$ cat src/fp_status_regs.svh
// Bit positions, format widths, result flag codes and reset values of the status block.
`ifndef FP_STATUS_REGS_SVH
`define FP_STATUS_REGS_SVH

// Status positions; bit 0 is the most significant bit of the word.
`define ST_FX        0
`define ST_FEX       1
`define ST_VX        2
`define ST_OX        3
`define ST_XX        6
`define ST_VX_LO     7
`define ST_VX_HI     12
`define ST_FR        13
`define ST_FI        14
`define ST_CLASS     15
`define ST_CC_LO     16
`define ST_CC_HI     19
`define ST_VXSQRT    22
`define ST_VXCVI     23
`define ST_EN_LO     24
`define ST_EN_HI     28
`define ST_RND_LO    30
`define ST_RND_HI    31

// Writable bits, sticky exception bits and the reset value.
`define ST_WR_MASK   32'h9fff_f3fb
`define ST_STICKY    32'h9ff8_0300
`define ST_RESET     32'h0000_0000

// Result flag codes, class bit first, then less, greater, equal, unordered.
`define FLAGS_QNAN   5'h11
`define FLAGS_NINF   5'h09
`define FLAGS_NNORM  5'h08
`define FLAGS_NDEN   5'h18
`define FLAGS_NZERO  5'h12
`define FLAGS_PZERO  5'h02
`define FLAGS_PDEN   5'h17
`define FLAGS_PNORM  5'h04
`define FLAGS_PINF   5'h05

// Binary format layouts and biases.
`define SGL_EXP_W    8
`define SGL_FRAC_W   23
`define SGL_BIAS     127
`define DBL_EXP_W    11
`define DBL_FRAC_W   52
`define DBL_BIAS     1023

`endif

$ cat src/fp_status_pkg.sv
// Types shared by the status block and its value classifier.
package fp_status_pkg;
    // Class of a stored floating-point value.
    typedef enum logic [2:0] {CLS_ZERO, CLS_DEN, CLS_NORM, CLS_INF, CLS_QNAN, CLS_SNAN} val_class_t;
    // Rounding control, in the order of its two-bit encoding.
    typedef enum logic [1:0] {RND_NEAREST, RND_ZERO, RND_POS_INF, RND_NEG_INF} round_mode_t;
    // Move-to-status and copy-status instructions from the sequencer.
    typedef enum logic [2:0] {MV_NONE, MV_FIELDS, MV_FIELD_IMM, MV_BIT_CLR, MV_BIT_SET,
                              MV_COPY} mv_op_t;
endpackage

$ cat src/fp_class_if.sv
// Classification of one floating-point value, passed from classifier to status block.
`timescale 1ns/1ps
interface fp_class_if;
    import fp_status_pkg::*;
    logic               sign;     // Sign bit of the value.
    val_class_t         cls;      // Value class.
    logic signed [12:0] exp_unb;  // Unbiased exponent.
    logic [52:0]        signif;   // Implied unit bit and fraction, left aligned.
    modport src (output sign, output cls, output exp_unb, output signif);
    modport dst (input sign, input cls, input exp_unb, input signif);
endinterface

$ cat src/fp_status_control.sv
// Floating-point status and control word with compare and result class logic.
// Contract
// - Condition code bits sit at 16 to 19.
// - Compare sets exactly one condition code bit.
// - Class bit plus code describe stored result.
// - Negative and NaN result flag codes.
// - Positive result flag codes.
// - Bit 22 flags invalid square root.
// - Bit 23 flags invalid integer convert.
// - Bits 24 to 28 enable five exceptions.
// - Bits 30 to 31 select rounding mode.
// - Exception bits stay set until moved.
// - Single format is 1, 8, 23 bits.
// - Double format is 1, 11, 52 bits.
// - Sign first, then exponent, then fraction.
// - Single bias 127, exponent -126 to 127.
// - Double bias 1023, exponent -1022 to 1023.
// - Significand is implied bit plus fraction.
// - Arithmetic operands are double format only.
// - NaN compares always give unordered.
// - Class bit sits at status bit 15.
// - Zero and denormal have exponent zero.
// - Maximum exponent is infinity or NaN.
`timescale 1ns/1ps
`include "fp_status_regs.svh"
module fp_status_control
    import fp_status_pkg::*;
(
    // Clock and reset.
    input  wire logic        clk,
    input  wire logic        nrst,
    // Update from the execution unit.
    input  wire logic        upd_valid,
    input  wire logic        upd_compare,
    input  wire logic [63:0] cmp_a,
    input  wire logic [63:0] cmp_b,
    input  wire logic [63:0] res_value,
    input  wire logic        res_single,
    input  wire logic [3:12] exc_set,
    input  wire logic        inv_sqrt,
    input  wire logic        inv_cvt,
    input  wire logic        frac_rounded,
    input  wire logic        frac_inexact,
    // Move-to-status and copy-status requests.
    input  mv_op_t           mv_op,
    input  wire logic [0:31] mv_data,
    input  wire logic [0:7]  mv_mask,
    input  wire logic [2:0]  mv_field,
    input  wire logic [0:3]  mv_imm,
    input  wire logic [4:0]  mv_bit,
    // Status and control outputs.
    output logic [0:31]      status_word,
    output round_mode_t      rounding_mode,
    output logic [0:4]       exc_enables,
    output logic             trap_pulse,
    output logic [0:3]       copy_field
);

    // Classifier channels for both compare operands and both result formats.
    fp_class_if a_if ();
    fp_class_if b_if ();
    fp_class_if rd_if ();
    fp_class_if rs_if ();

    // Operand classifiers work on double format only.
    fp_classify #(.EXP_W(`DBL_EXP_W), .FRAC_W(`DBL_FRAC_W), .BIAS(`DBL_BIAS)) u_cls_a (
        .value (cmp_a),
        .cls   (a_if)
    );
    fp_classify #(.EXP_W(`DBL_EXP_W), .FRAC_W(`DBL_FRAC_W), .BIAS(`DBL_BIAS)) u_cls_b (
        .value (cmp_b),
        .cls   (b_if)
    );
    // Stored result in double format.
    fp_classify #(.EXP_W(`DBL_EXP_W), .FRAC_W(`DBL_FRAC_W), .BIAS(`DBL_BIAS)) u_cls_rd (
        .value (res_value),
        .cls   (rd_if)
    );
    // Stored result in single format, held in the upper word.
    fp_classify #(.EXP_W(`SGL_EXP_W), .FRAC_W(`SGL_FRAC_W), .BIAS(`SGL_BIAS)) u_cls_rs (
        .value (res_value[63:32]),
        .cls   (rs_if)
    );

    // Status word and its next value.
    logic [0:31] st_reg;
    logic [0:31] st_next;
    // Trap request and copied nibble.
    logic        trap_reg;
    logic        trap_next;
    logic [0:3]  copy_reg;
    logic [0:3]  copy_next;

    // Maps a value class and sign to the five-bit result flag code.
    function automatic logic [0:4] flags_of(input logic sgn, input val_class_t c);
        case (c)
            CLS_QNAN, CLS_SNAN: flags_of = `FLAGS_QNAN;
            CLS_INF:  flags_of = sgn ? `FLAGS_NINF  : `FLAGS_PINF;
            CLS_NORM: flags_of = sgn ? `FLAGS_NNORM : `FLAGS_PNORM;
            CLS_DEN:  flags_of = sgn ? `FLAGS_NDEN  : `FLAGS_PDEN;
            CLS_ZERO: flags_of = sgn ? `FLAGS_NZERO : `FLAGS_PZERO;
            default:  flags_of = `FLAGS_QNAN;
        endcase
    endfunction

    // Turns a sign-magnitude double into a signed ordering key; both zeros map to zero.
    function automatic logic signed [63:0] order_key(input logic [63:0] v);
        logic [63:0] mag;
        mag = {1'b0, v[62:0]};
        order_key = v[63] ? -$signed(mag) : $signed(mag);
    endfunction

    // Spreads a nibble mask over the 32 status bits.
    function automatic logic [0:31] expand(input logic [0:7] nm);
        expand = '0;
        for (int i = 0; i < 8; i++) begin
            expand[4*i +: 4] = {4{nm[i]}};
        end
    endfunction

    // Compare decode; a NaN on either side forces unordered.
    wire a_nan = (a_if.cls == CLS_QNAN) || (a_if.cls == CLS_SNAN);
    wire b_nan = (b_if.cls == CLS_QNAN) || (b_if.cls == CLS_SNAN);
    wire unord = a_nan || b_nan;
    wire signed [63:0] key_a = order_key(cmp_a);
    wire signed [63:0] key_b = order_key(cmp_b);
    wire [0:3] cmp_cc = unord           ? 4'h1 :
                        (key_a < key_b) ? 4'h8 :
                        (key_a > key_b) ? 4'h4 : 4'h2;

    // Result class code of the stored value in the chosen format.
    wire [0:4] res_flags = res_single ? flags_of(rs_if.sign, rs_if.cls)
                                      : flags_of(rd_if.sign, rd_if.cls);

    // Move decode: one-hot nibble and bit selects.
    wire [0:7]  fld_oh = 8'h80 >> mv_field;
    wire [0:31] bit_oh = 32'h8000_0000 >> mv_bit;
    // Bits that the move alters.
    wire [0:31] mv_wmask = (mv_op == MV_FIELDS)    ? expand(mv_mask) :
                           (mv_op == MV_FIELD_IMM) ? expand(fld_oh) :
                           (mv_op == MV_BIT_CLR)   ? bit_oh :
                           (mv_op == MV_BIT_SET)   ? bit_oh :
                           (mv_op == MV_COPY)      ? (expand(fld_oh) & `ST_STICKY) : '0;
    // Values that the move writes into those bits.
    wire [0:31] mv_wval  = (mv_op == MV_FIELDS)    ? mv_data :
                           (mv_op == MV_FIELD_IMM) ? {8{mv_imm}} :
                           (mv_op == MV_BIT_SET)   ? '1 : '0;
    // Status after the move; reserved bits and the FEX and VX summaries cannot be written.
    wire [0:31] after_mv = ((st_reg & ~mv_wmask) | (mv_wval & mv_wmask))
                           & `ST_WR_MASK;

    // Exception bits raised by this update.
    wire [0:31] hw_set = upd_valid ? {3'h0, exc_set, 9'h0, inv_sqrt, inv_cvt, 8'h0} : '0;
    // Exceptions that were clear before and are raised now.
    wire        new_exc = |(hw_set & ~st_reg);

    // Next status word: move first, then hardware sets, then summaries.
    always_comb begin
        logic [0:31] s;
        logic        vx;
        vx = 1'b0;
        s = after_mv;
        // A hardware set wins over a clear in the same cycle.
        s = s | hw_set;
        // The exception summary records any newly raised exception.
        if (new_exc) begin
            s[`ST_FX] = 1'b1;
        end
        // Compare writes only the condition code; others write the result flags.
        if (upd_valid && upd_compare) begin
            s[`ST_CC_LO:`ST_CC_HI] = cmp_cc;
        end else if (upd_valid) begin
            s[`ST_CLASS:`ST_CC_HI] = res_flags;
            s[`ST_FR] = frac_rounded;
            s[`ST_FI] = frac_inexact;
        end
        // Invalid summary follows the individual invalid bits.
        vx = (|s[`ST_VX_LO:`ST_VX_HI]) | s[`ST_VXSQRT] | s[`ST_VXCVI];
        s[`ST_VX] = vx;
        // Enabled summary gates each exception by its enable.
        s[`ST_FEX] = |({vx, s[`ST_OX:`ST_XX]} & s[`ST_EN_LO:`ST_EN_HI]);
        st_next = s;
    end

    // Trap request when this update raises an enabled exception.
    wire hw_vx = (|hw_set[`ST_VX_LO:`ST_VX_HI]) | hw_set[`ST_VXSQRT] | hw_set[`ST_VXCVI];
    assign trap_next = |({hw_vx, hw_set[`ST_OX:`ST_XX]}
                         & st_next[`ST_EN_LO:`ST_EN_HI]);
    // Copy-status captures the selected nibble before it is cleared.
    assign copy_next = (mv_op == MV_COPY) ? st_reg[4*mv_field +: 4] : copy_reg;

    // Status word register.
    always_ff @(posedge clk or negedge nrst) begin
        if (!nrst) begin
            st_reg <= `ST_RESET;
        end else begin
            st_reg <= st_next;
        end
    end

    // Trap pulse and copied field registers.
    always_ff @(posedge clk or negedge nrst) begin
        if (!nrst) begin
            trap_reg <= 1'b0;
            copy_reg <= 4'h0;
        end else begin
            trap_reg <= trap_next;
            copy_reg <= copy_next;
        end
    end

    // Outputs come straight from the registers.
    assign status_word   = st_reg;
    assign rounding_mode = round_mode_t'(st_reg[`ST_RND_LO:`ST_RND_HI]);
    assign exc_enables   = st_reg[`ST_EN_LO:`ST_EN_HI];
    assign trap_pulse    = trap_reg;
    assign copy_field    = copy_reg;
endmodule

$ cat src/fp_classify.sv
// Combinational classifier for one single or double format value.
`timescale 1ns/1ps
`include "fp_status_regs.svh"
module fp_classify
    import fp_status_pkg::*;
#(
    parameter int EXP_W  = `DBL_EXP_W,
    parameter int FRAC_W = `DBL_FRAC_W,
    parameter int BIAS   = `DBL_BIAS
) (
    // Raw value, sign in the most significant bit.
    input wire logic [EXP_W+FRAC_W:0] value,
    // Classification result.
    fp_class_if.src                   cls
);
    // Field split: sign, biased exponent, fraction down to the last bit.
    wire              sign_bit  = value[EXP_W+FRAC_W];
    wire [EXP_W-1:0]  exp_f     = value[FRAC_W +: EXP_W];
    wire [FRAC_W-1:0] frac      = value[FRAC_W-1:0];
    wire              exp_zero  = (exp_f == '0);
    wire              exp_max   = (exp_f == '1);
    wire              frac_zero = (frac == '0);
    wire              quiet     = frac[FRAC_W-1];

    // Zero and denormal share exponent zero; maximum exponent is infinity or NaN.
    assign cls.sign = sign_bit;
    assign cls.cls  = exp_zero ? (frac_zero ? CLS_ZERO : CLS_DEN) :
                      exp_max  ? (frac_zero ? CLS_INF :
                                  (quiet ? CLS_QNAN : CLS_SNAN)) : CLS_NORM;
    // Denormals take the minimum exponent one minus the bias.
    assign cls.exp_unb = exp_zero ? 13'(1 - BIAS)
                                  : 13'(int'(exp_f) - BIAS);
    // Implied unit bit is one only for nonzero exponents.
    assign cls.signif = 53'({~exp_zero, frac}) << (`DBL_FRAC_W - FRAC_W);
endmodule

$ cat config.mk
export PLATFORM = sky130hd
export DESIGN_NAME = fp_status_control
export DESIGN_NICKNAME = d
export VERILOG_FILES = /design/src/fp_status_pkg.sv /design/src/fp_class_if.sv /design/src/fp_status_control.sv /design/src/fp_classify.sv
export VERILOG_INCLUDE_DIRS = /design/src
export SDC_FILE = /design/constraint.sdc
export NUM_CORES = 1
export LEC_CHECK = 0
export ABC_AREA = 1
export BUFFER_PORTS_ARGS = -buffer_cell sky130_fd_sc_hd__buf_2
export CAP_MARGIN = 20
export CORE_MARGIN = 2
export CORE_UTILIZATION = 53
export DETAILED_ROUTE_END_ITERATION = 8
export GPL_TIMING_DRIVEN = 0
export PLACE_DENSITY = 0.83
export SLEW_MARGIN = 20
export SYNTH_ARGS = -nofsm -noshare
export SYNTH_HDL_FRONTEND = slang
export SYNTH_SLANG_ARGS = --single-unit
$ cat constraint.sdc
create_clock -name clk -period 1.6 [get_ports clk]
set_clock_uncertainty 0.15 [all_clocks]
set_input_delay 0.16 -clock clk [delete_from_list [all_inputs] [get_ports clk]]
set_output_delay 0.16 -clock clk [all_outputs]
set_load 0.02 [all_outputs]
# Word level (Yosys, flattened, before mapping)
# Index checks and enable logic that the tools add are counted.
# totals
output_inout_bits	44
word_cells	107
in_bits	266
regBits	37
# classes
n_mux	45
n_reduce_logical	19
bitwise_logic	14
add_sub_neg	2
n_eq_ne	19
n_lt_le_gt_ge	2
shifts	3
# ops
op	n
$mux 32	8
$logic_not 52->1	3
$mux 64	2
$neg 63->64	2
$and 32x32->32	2
$gt 64x64->1	1
$lt 64x64->1	1
$not 32->32	2
$mux 3	14
$pmux 5 s4	2
$eq 11x11->1 const B	3
$logic_not 11->1	3
$not 5->33	1
$shiftx 32x33->33	1
$and 29x32->32	1
$or 32x29->32	1
$or 32x32->32	1
$reduce_or 32->1	1
$shr 32x5->32 const A	1
$mux 29	1
$mux 4	6
$logic_not 23->1	1
$eq 3x2->1 const B	6
$eq 3x3->1 const B	6
other kinds (14)	34

# Logic depth before layout (Yosys ltp)
# Gate-level depths: netlist of run 1.
# depth
ltp_word	15
depth_mapped	27
depth_no_buf	27

# Cells and area by module
# From an unflattened synthesis of run 1, not the netlist that was laid out.
# hier_totals
cells_unflattened	2057
area_unflattened_um2	11865.1
# modules_own_cells
module	area_each_um2	n_inst	cells_each	seq_area_each_um2
fp_status_control	8279.2	1	1406	850.8
fp_classify (u_cls_a ...)	942.2	3	176	0.0
fp_classify (u_cls_rs)	759.5	1	123	0.0

# Worst setup path after synthesis of run 1
# No wires, ideal clock.
# synth_path
path_kind	input to register
from	input port cmp_a[0]
to	register (tool-made name)
t_arrival_ns	2.602
cell_stages	21
path_buffers	0
setup_slack_ns	-1.279
setup_time_ns	0.127
t_required_ns	1.323
cell_sequence	inv_1 -> ha_1 -> nand2_1 -> nor2_2 -> nand2_1 -> inv_2 -> nand4_1 -> or2_4 -> nor2_4 -> a31oi_1 -> xor2_1 -> ha_1 -> nand4_1 -> nor2_1 -> nand3_1 -> nor4_1 -> nand2_1 -> nand2_1 -> nor2_1 -> nand2_1 -> nand3_1
# synth_rtl
item	line_no	rtl
start, declared	fp_status_control.sv:35	input wire logic [63:0] cmp_a,

==> metrics.txt, run 1 <==
Area after DPL=11,000 um2; dpl ws=-2030 ps; clock slew at reported path FFs=50 ps; Core Area=between 15,000 and 20,000 um2; hold path depth=3; peak supply drop=0.000502 V; CP required=1620 ps; violated checks=negative setup slack; Root Driver=clkbuf_16; crit path time final=around 3200 ps; Synth Instances=1,576; antenna violations before repair=9; commonest non-fill, non-tap cell in the layout=nand2_1; most frequent cells in the layout=nand2_1, buf_2, inv_1; number of global-route vias before repair=around 12,000; worst slew pin tran=between 800 and 900 ps; die height=135 um; Worst Path Arrival=3200 ps; HP Start=exc_set[7]; unrepaired setup endpoints after global routing=yes; Seq/Total Area, Yosys=9.41%; die footprint=roughly 18,000 um2; final WL=42,000 um; dpl hpwl=between 30,000 and 40,000 um; vias post-DR=12,900; crit-path max FO=3; grt met1 use=46.9%; reg2reg path depth=3; area grow syn2layout=43.6%; DR vias/cell=~5.9; max-cap viol count=0; yosys warns=0; status=complete, but fails checks; CTS Sinks=34; CTS Buf Count=5; met3 Track Usage GR=9.01%; register area=about 850 um2; syn avg cell area=5.74 um2; first-pass GRT wire length=59,100 um; layout net count=2,286; final hold viol count=0; leakage=6.45 nW; Rel. slew slack=44.2%; Min-Delay Path Class=in2reg; port bufs=294; P per Cell Area=482 nW/um2; Initial DRT Pass Iterations=7; num rows=between 40 and 50; Fillers=1,306; Routed Antenna Nets=0; # setup viols final=9; initial core utilization=around 54%; post-synth cell types=53; clock latency at the later pin of the worst-skew pair=290 ps; Max Freq=around 310 MHz; worst setup path startpoint=cmp_a[18]; Initial DRC Count=1,362; CTS H-tree lvls=2; type of origin of the critical path=input pin; CTS tree=yes; final worst setup slack=-1580 ps; Die W=~130 um; gr busiest metal=met2; final max-slew violation count=0; Longest Clk Path Bufs=2; layout cells sized above 1=35.1%; Post-Syn Area=roughly 9000 um2; setup_tns=-5520 ps; fin area=approximately 13,000 um2; remaining global-route overflow=0; final clock period utilization by the worst path=199%; largest net degree at the start of global routing=35; Critical Path End Type=register; DRC=0; GRT Overall Usage=between 40 and 50%; register bit total from synthesis=34; crit path kind=in2reg; Final GP Congestion=about 1.1; M2 GR Usage=69.5%; IO Count=between 300 and 400; WL per Instance=just under 20 um; area taken by multi-input logic gates=8260 um2
area by class of cell:
class	count	share of cell area (%)
clock buffers	6	1.07
plain buffers	40	2.10
diodes	6	0.116
repair buffers	371	17.0
multi-input cells	1273	63.6
flip-flops and latches	34	6.55
well taps	220	2.12
clock inverters	1	0.231
inverters	229	7.17
through the flow:
| stage | hold slack (ps) | util, % | std cells | total power, W |
|---|---|---|---|---|
| final | 41.2 | 78.0 | 2180 | 0.00626 |
| after global routing | 47.1 | 77.9 | 2177 | 0.00661 |
| after CTS | 25.2 | 71.5 | 2144 | 0.00576 |
| after detailed placement | 142 | 65.8 | 2092 | 0.00436 |
| after global placement | 141 | 65.8 | 2092 | 0.00428 |
| after floorplan | -286 | - | 1578 | 0.00311 |
timing repair:
item,in CTS,in global routing
cloned,1,2
pin swaps,46,114
buffers inserted,44,32
resized for setup,108,209
hold buffers,3,0
hold endpoints to repair,36,0
endpoints found under the setup margin,13,16
cells by family after synthesis:
logic type / Yosys count / synth area share [%]
flip-flops: 34 / 9.41
AND/OR/NAND/NOR: 854 / 42.6
other: 1 / 0.0415
adder cells (fa/ha/maj): 66 / 9.14
XOR/XNOR: 120 / 11.6
buffers and inverters: 272 / 12.3
AO/OA/AOI/OAI: 229 / 14.9
power breakdown:
group,internal [W],switching [W]
sequential,0.00100,0.000185
clock,0.000769,0.000391
combinational,0.00149,0.00242
per-layer routing:
layer	share of wire [%]	vias to the layer above
li1	-	5899
met1	35	5753
met2	45	922
met3	11	302
met4	8.4	4
met5	0.050	-
worst max-delay path: stages:
cell	delay, ps
buf_2	130
inv_1	130
nand4_1	210
nor2_1	150
nand2_1	80
nor2_1	90
nand2_1	100
nand2_2	90
o21ai_2	90
a21oi_2	190
buf_4	150
nand2_1	60
xor2_1	150
ha_1	320
nand4_1	170
buf_4	180
a21oi_2	110
nor2_2	70
a21oi_4	160
nor2_4	70
buf_6	110
nand3_2	50
nand2_1	60
nand2_1	70
nand3_2	50
Yosys cell counts (all sizes together):
master / instances / area (um2)
dfrtp: 34 / 851
conb: 1 / 3.75
o21a: 2 / 15.0
o21ai: 90 / 477
nor3: 31 / 189
a31oi: 12 / 75.1
clkinv: 1 / 3.75
nor4: 21 / 131
a21boi: 2 / 15.0
xnor2: 23 / 201
o41ai: 2 / 17.5
a22oi: 9 / 67.6
a41oi: 1 / 8.76
a21oi: 89 / 483
nor2: 242 / 1000
xor2: 97 / 850
ha: 66 / 826
inv: 228 / 858
nand3b: 1 / 7.51
clkbuf: 15 / 56.3
nor3b: 1 / 7.51
o2111ai: 4 / 35.0
or2: 10 / 65.1
nand2: 382 / 1490
a22o: 2 / 17.5
a221oi: 1 / 8.76
o22ai: 4 / 25.0
buf: 28 / 191
nand3: 114 / 626
a211oi: 1 / 7.51
a21o: 2 / 15.0
nand4: 52 / 338
o31ai: 8 / 78.8
final timing paths:
kind	end	slack (ps)
worst max-delay path	register	-1580
worst min-delay path	status_word[7]	40
worst max register to register	copy_field[2]	-30
worst min register to register	copy_field[0]	330
max in group asynchronous	status_word[5]	390
min in group asynchronous	status_word[14]	380
(Power assumes the default switching activity.)
==> inputs of run 2 (changes only) <==
--- a/config.mk
+++ b/config.mk
@@ -13,6 +13,7 @@
 export CORE_UTILIZATION = 53
 export DETAILED_ROUTE_END_ITERATION = 8
 export GPL_TIMING_DRIVEN = 0
+export HOLD_SLACK_MARGIN = 0.05
 export PLACE_DENSITY = 0.83
 export SLEW_MARGIN = 20
 export SYNTH_ARGS = -nofsm -noshare
==> metrics.txt, run 2 (synthesis results as in run 1) <==
Critical Path End Type=register; most frequent cells in the layout=nand2_1, buf_2, inv_1; Initial DRC Count=~1,300; crit-path max FO=3; dpl hpwl=around 31,000 um; clock slew at reported path FFs=60 ps; WL per Instance=19.4 um; final clock period utilization by the worst path=201%; crit path time final=roughly 3200 ps; port bufs=294; die footprint=between 15,000 and 20,000 um2; DR vias/cell=5.90; largest net degree at the start of global routing=35; Worst Path Arrival=3230 ps; final max-slew violation count=0; Die W=135 um; CTS Buf Count=5; final WL=about 42,000 um; vias post-DR=12,900; CTS Sinks=34; final worst setup slack=-1610 ps; final hold viol count=0; area grow syn2layout=43.5%; number of global-route vias before repair=around 12,000; fin area=13,000 um2; unrepaired setup endpoints after global routing=yes; Final GP Congestion=1.06; max-cap viol count=0; Initial DRT Pass Iterations=6; Crit path top cell by count=nand2_1; leakage=6.46 nW; initial core utilization=54.3%; die height=135 um; dpl cells=2,092; register area=851 um2; worst slew pin tran=roughly 850 ps; Min-Delay Path Class=in2reg; final cell utilization of the core=77.9%; crit path kind=in2reg; first-pass GRT wire length=between 50,000 and 60,000 um; Root Driver=clkbuf_16; P per Cell Area=483 nW/um2; Rel. slew slack=between 40% and 50%; GRT Overall Usage=41.2%; remaining global-route overflow=0; layout net count=2,288; Longest Clk Path Bufs=2; worst hold margin=between 50 and 60 ps; IO Count=slightly above 300; CTS tree=yes; crit path buf inv count=5; non-filler cells, final=2,181; # setup viols final=11; peak supply drop=0.000500 V; Area after DPL=11,000 um2; status=complete, but fails checks; Core Area=roughly 17,000 um2; commonest non-fill, non-tap cell in the layout=nand2_1; Routed Antenna Nets=0; Fillers=1,306; type of origin of the critical path=input pin; Max stage delay on crit path=320 ps; violated checks=negative setup slack; CTS H-tree lvls=2; antenna violations before repair=8; area taken by multi-input logic gates=8250 um2; family with the most delay on the worst path=simple AND/OR/NAND/NOR gates; layout cells sized above 1=35.5%; CP required=about 1600 ps; dpl ws=-2030 ps; Worst path slowest cell=ha_1; num rows=47; clock latency at the later pin of the worst-skew pair=290 ps; DRC=0; Max Freq=just over 300 MHz
==> run 2: cell types whose count changed in the layout (fill, tap and decap cells not counted), moves of 2 or more <==
cell / delta
nand2_2: +5
buf_6: +4
inv_2: +4
a21oi_2: +3
inv_4: -3
nand2_1: -3
a21oi_1: -2
buf_8: -2
dlygate4sd3_1: +2
nand2_8: -2
==> run 2: worst paths after layout <==
path	depth (start not counted)	start	slack (ps)	to
max	25	cmp_a[18]	-1610	register
min	3	mv_data[28]	50	status_word[28]
max reg2reg	7	status_word[9]	90	status_word[1]
min reg2reg	2	copy_field[0]	330	copy_field[0]
max in group asynchronous	2	nrst	380	status_word[5]
min in group asynchronous	2	nrst	380	copy_field[0]
==> run 2: what timing repair did <==
action                                 CTS  global route
pin swaps                               46           116
endpoints found under the hold margin   38             0
gates cloned                             1             0
hold buffers                             5             0
buffers inserted                        44            34
setup endpoints to repair               13            15
resized for setup                      108           213
==> run 2: metrics by stage <==
stage	setup TNS (ps)	power, W
4_1_cts	-4700	0.00577
5_1_grt	-7110	0.00662
6_report	-5820	0.00627
2_1_floorplan	-3490	0.00311
3_5_place_dp	-13440	0.00436
3_3_place_gp	-12090	0.00428
==> run 2: where the power goes <==
group / switching (W) / internal, W
Sequential: 0.000189 / 0.00100
Combinational: 0.00242 / 0.00150
Clock: 0.000389 / 0.000769
Total: 0.00300 / 0.00327
==> run 2: metal layers <==
metal  vias up  share of wire, %  global-route usage (%)
met3       301                11                    8.48
met2       904                45                    69.7
met5         -              0.15                       0
li1       5898                 -                       -
met4         6               8.5                    27.7
met1      5769                35                    46.8
==> run 2: cell type report <==
| type | instances | area share (%) |
|---|---|---|
| multi-input cells | 1272 | 63.6 |
| repair buffers | 374 | 17.2 |
| inverters | 229 | 7.12 |
| flip-flops and latches | 34 | 6.56 |
| well taps | 220 | 2.12 |
| plain buffers | 40 | 2.04 |
| clock buffers | 6 | 1.07 |
| clock inverters | 1 | 0.232 |
| diodes | 5 | 0.0965 |
==> run 2: tightest hold or removal path, cell delays in order <==
cell,delay (ps)
buf_2,90
a21oi_2,50
o21ai_2,140
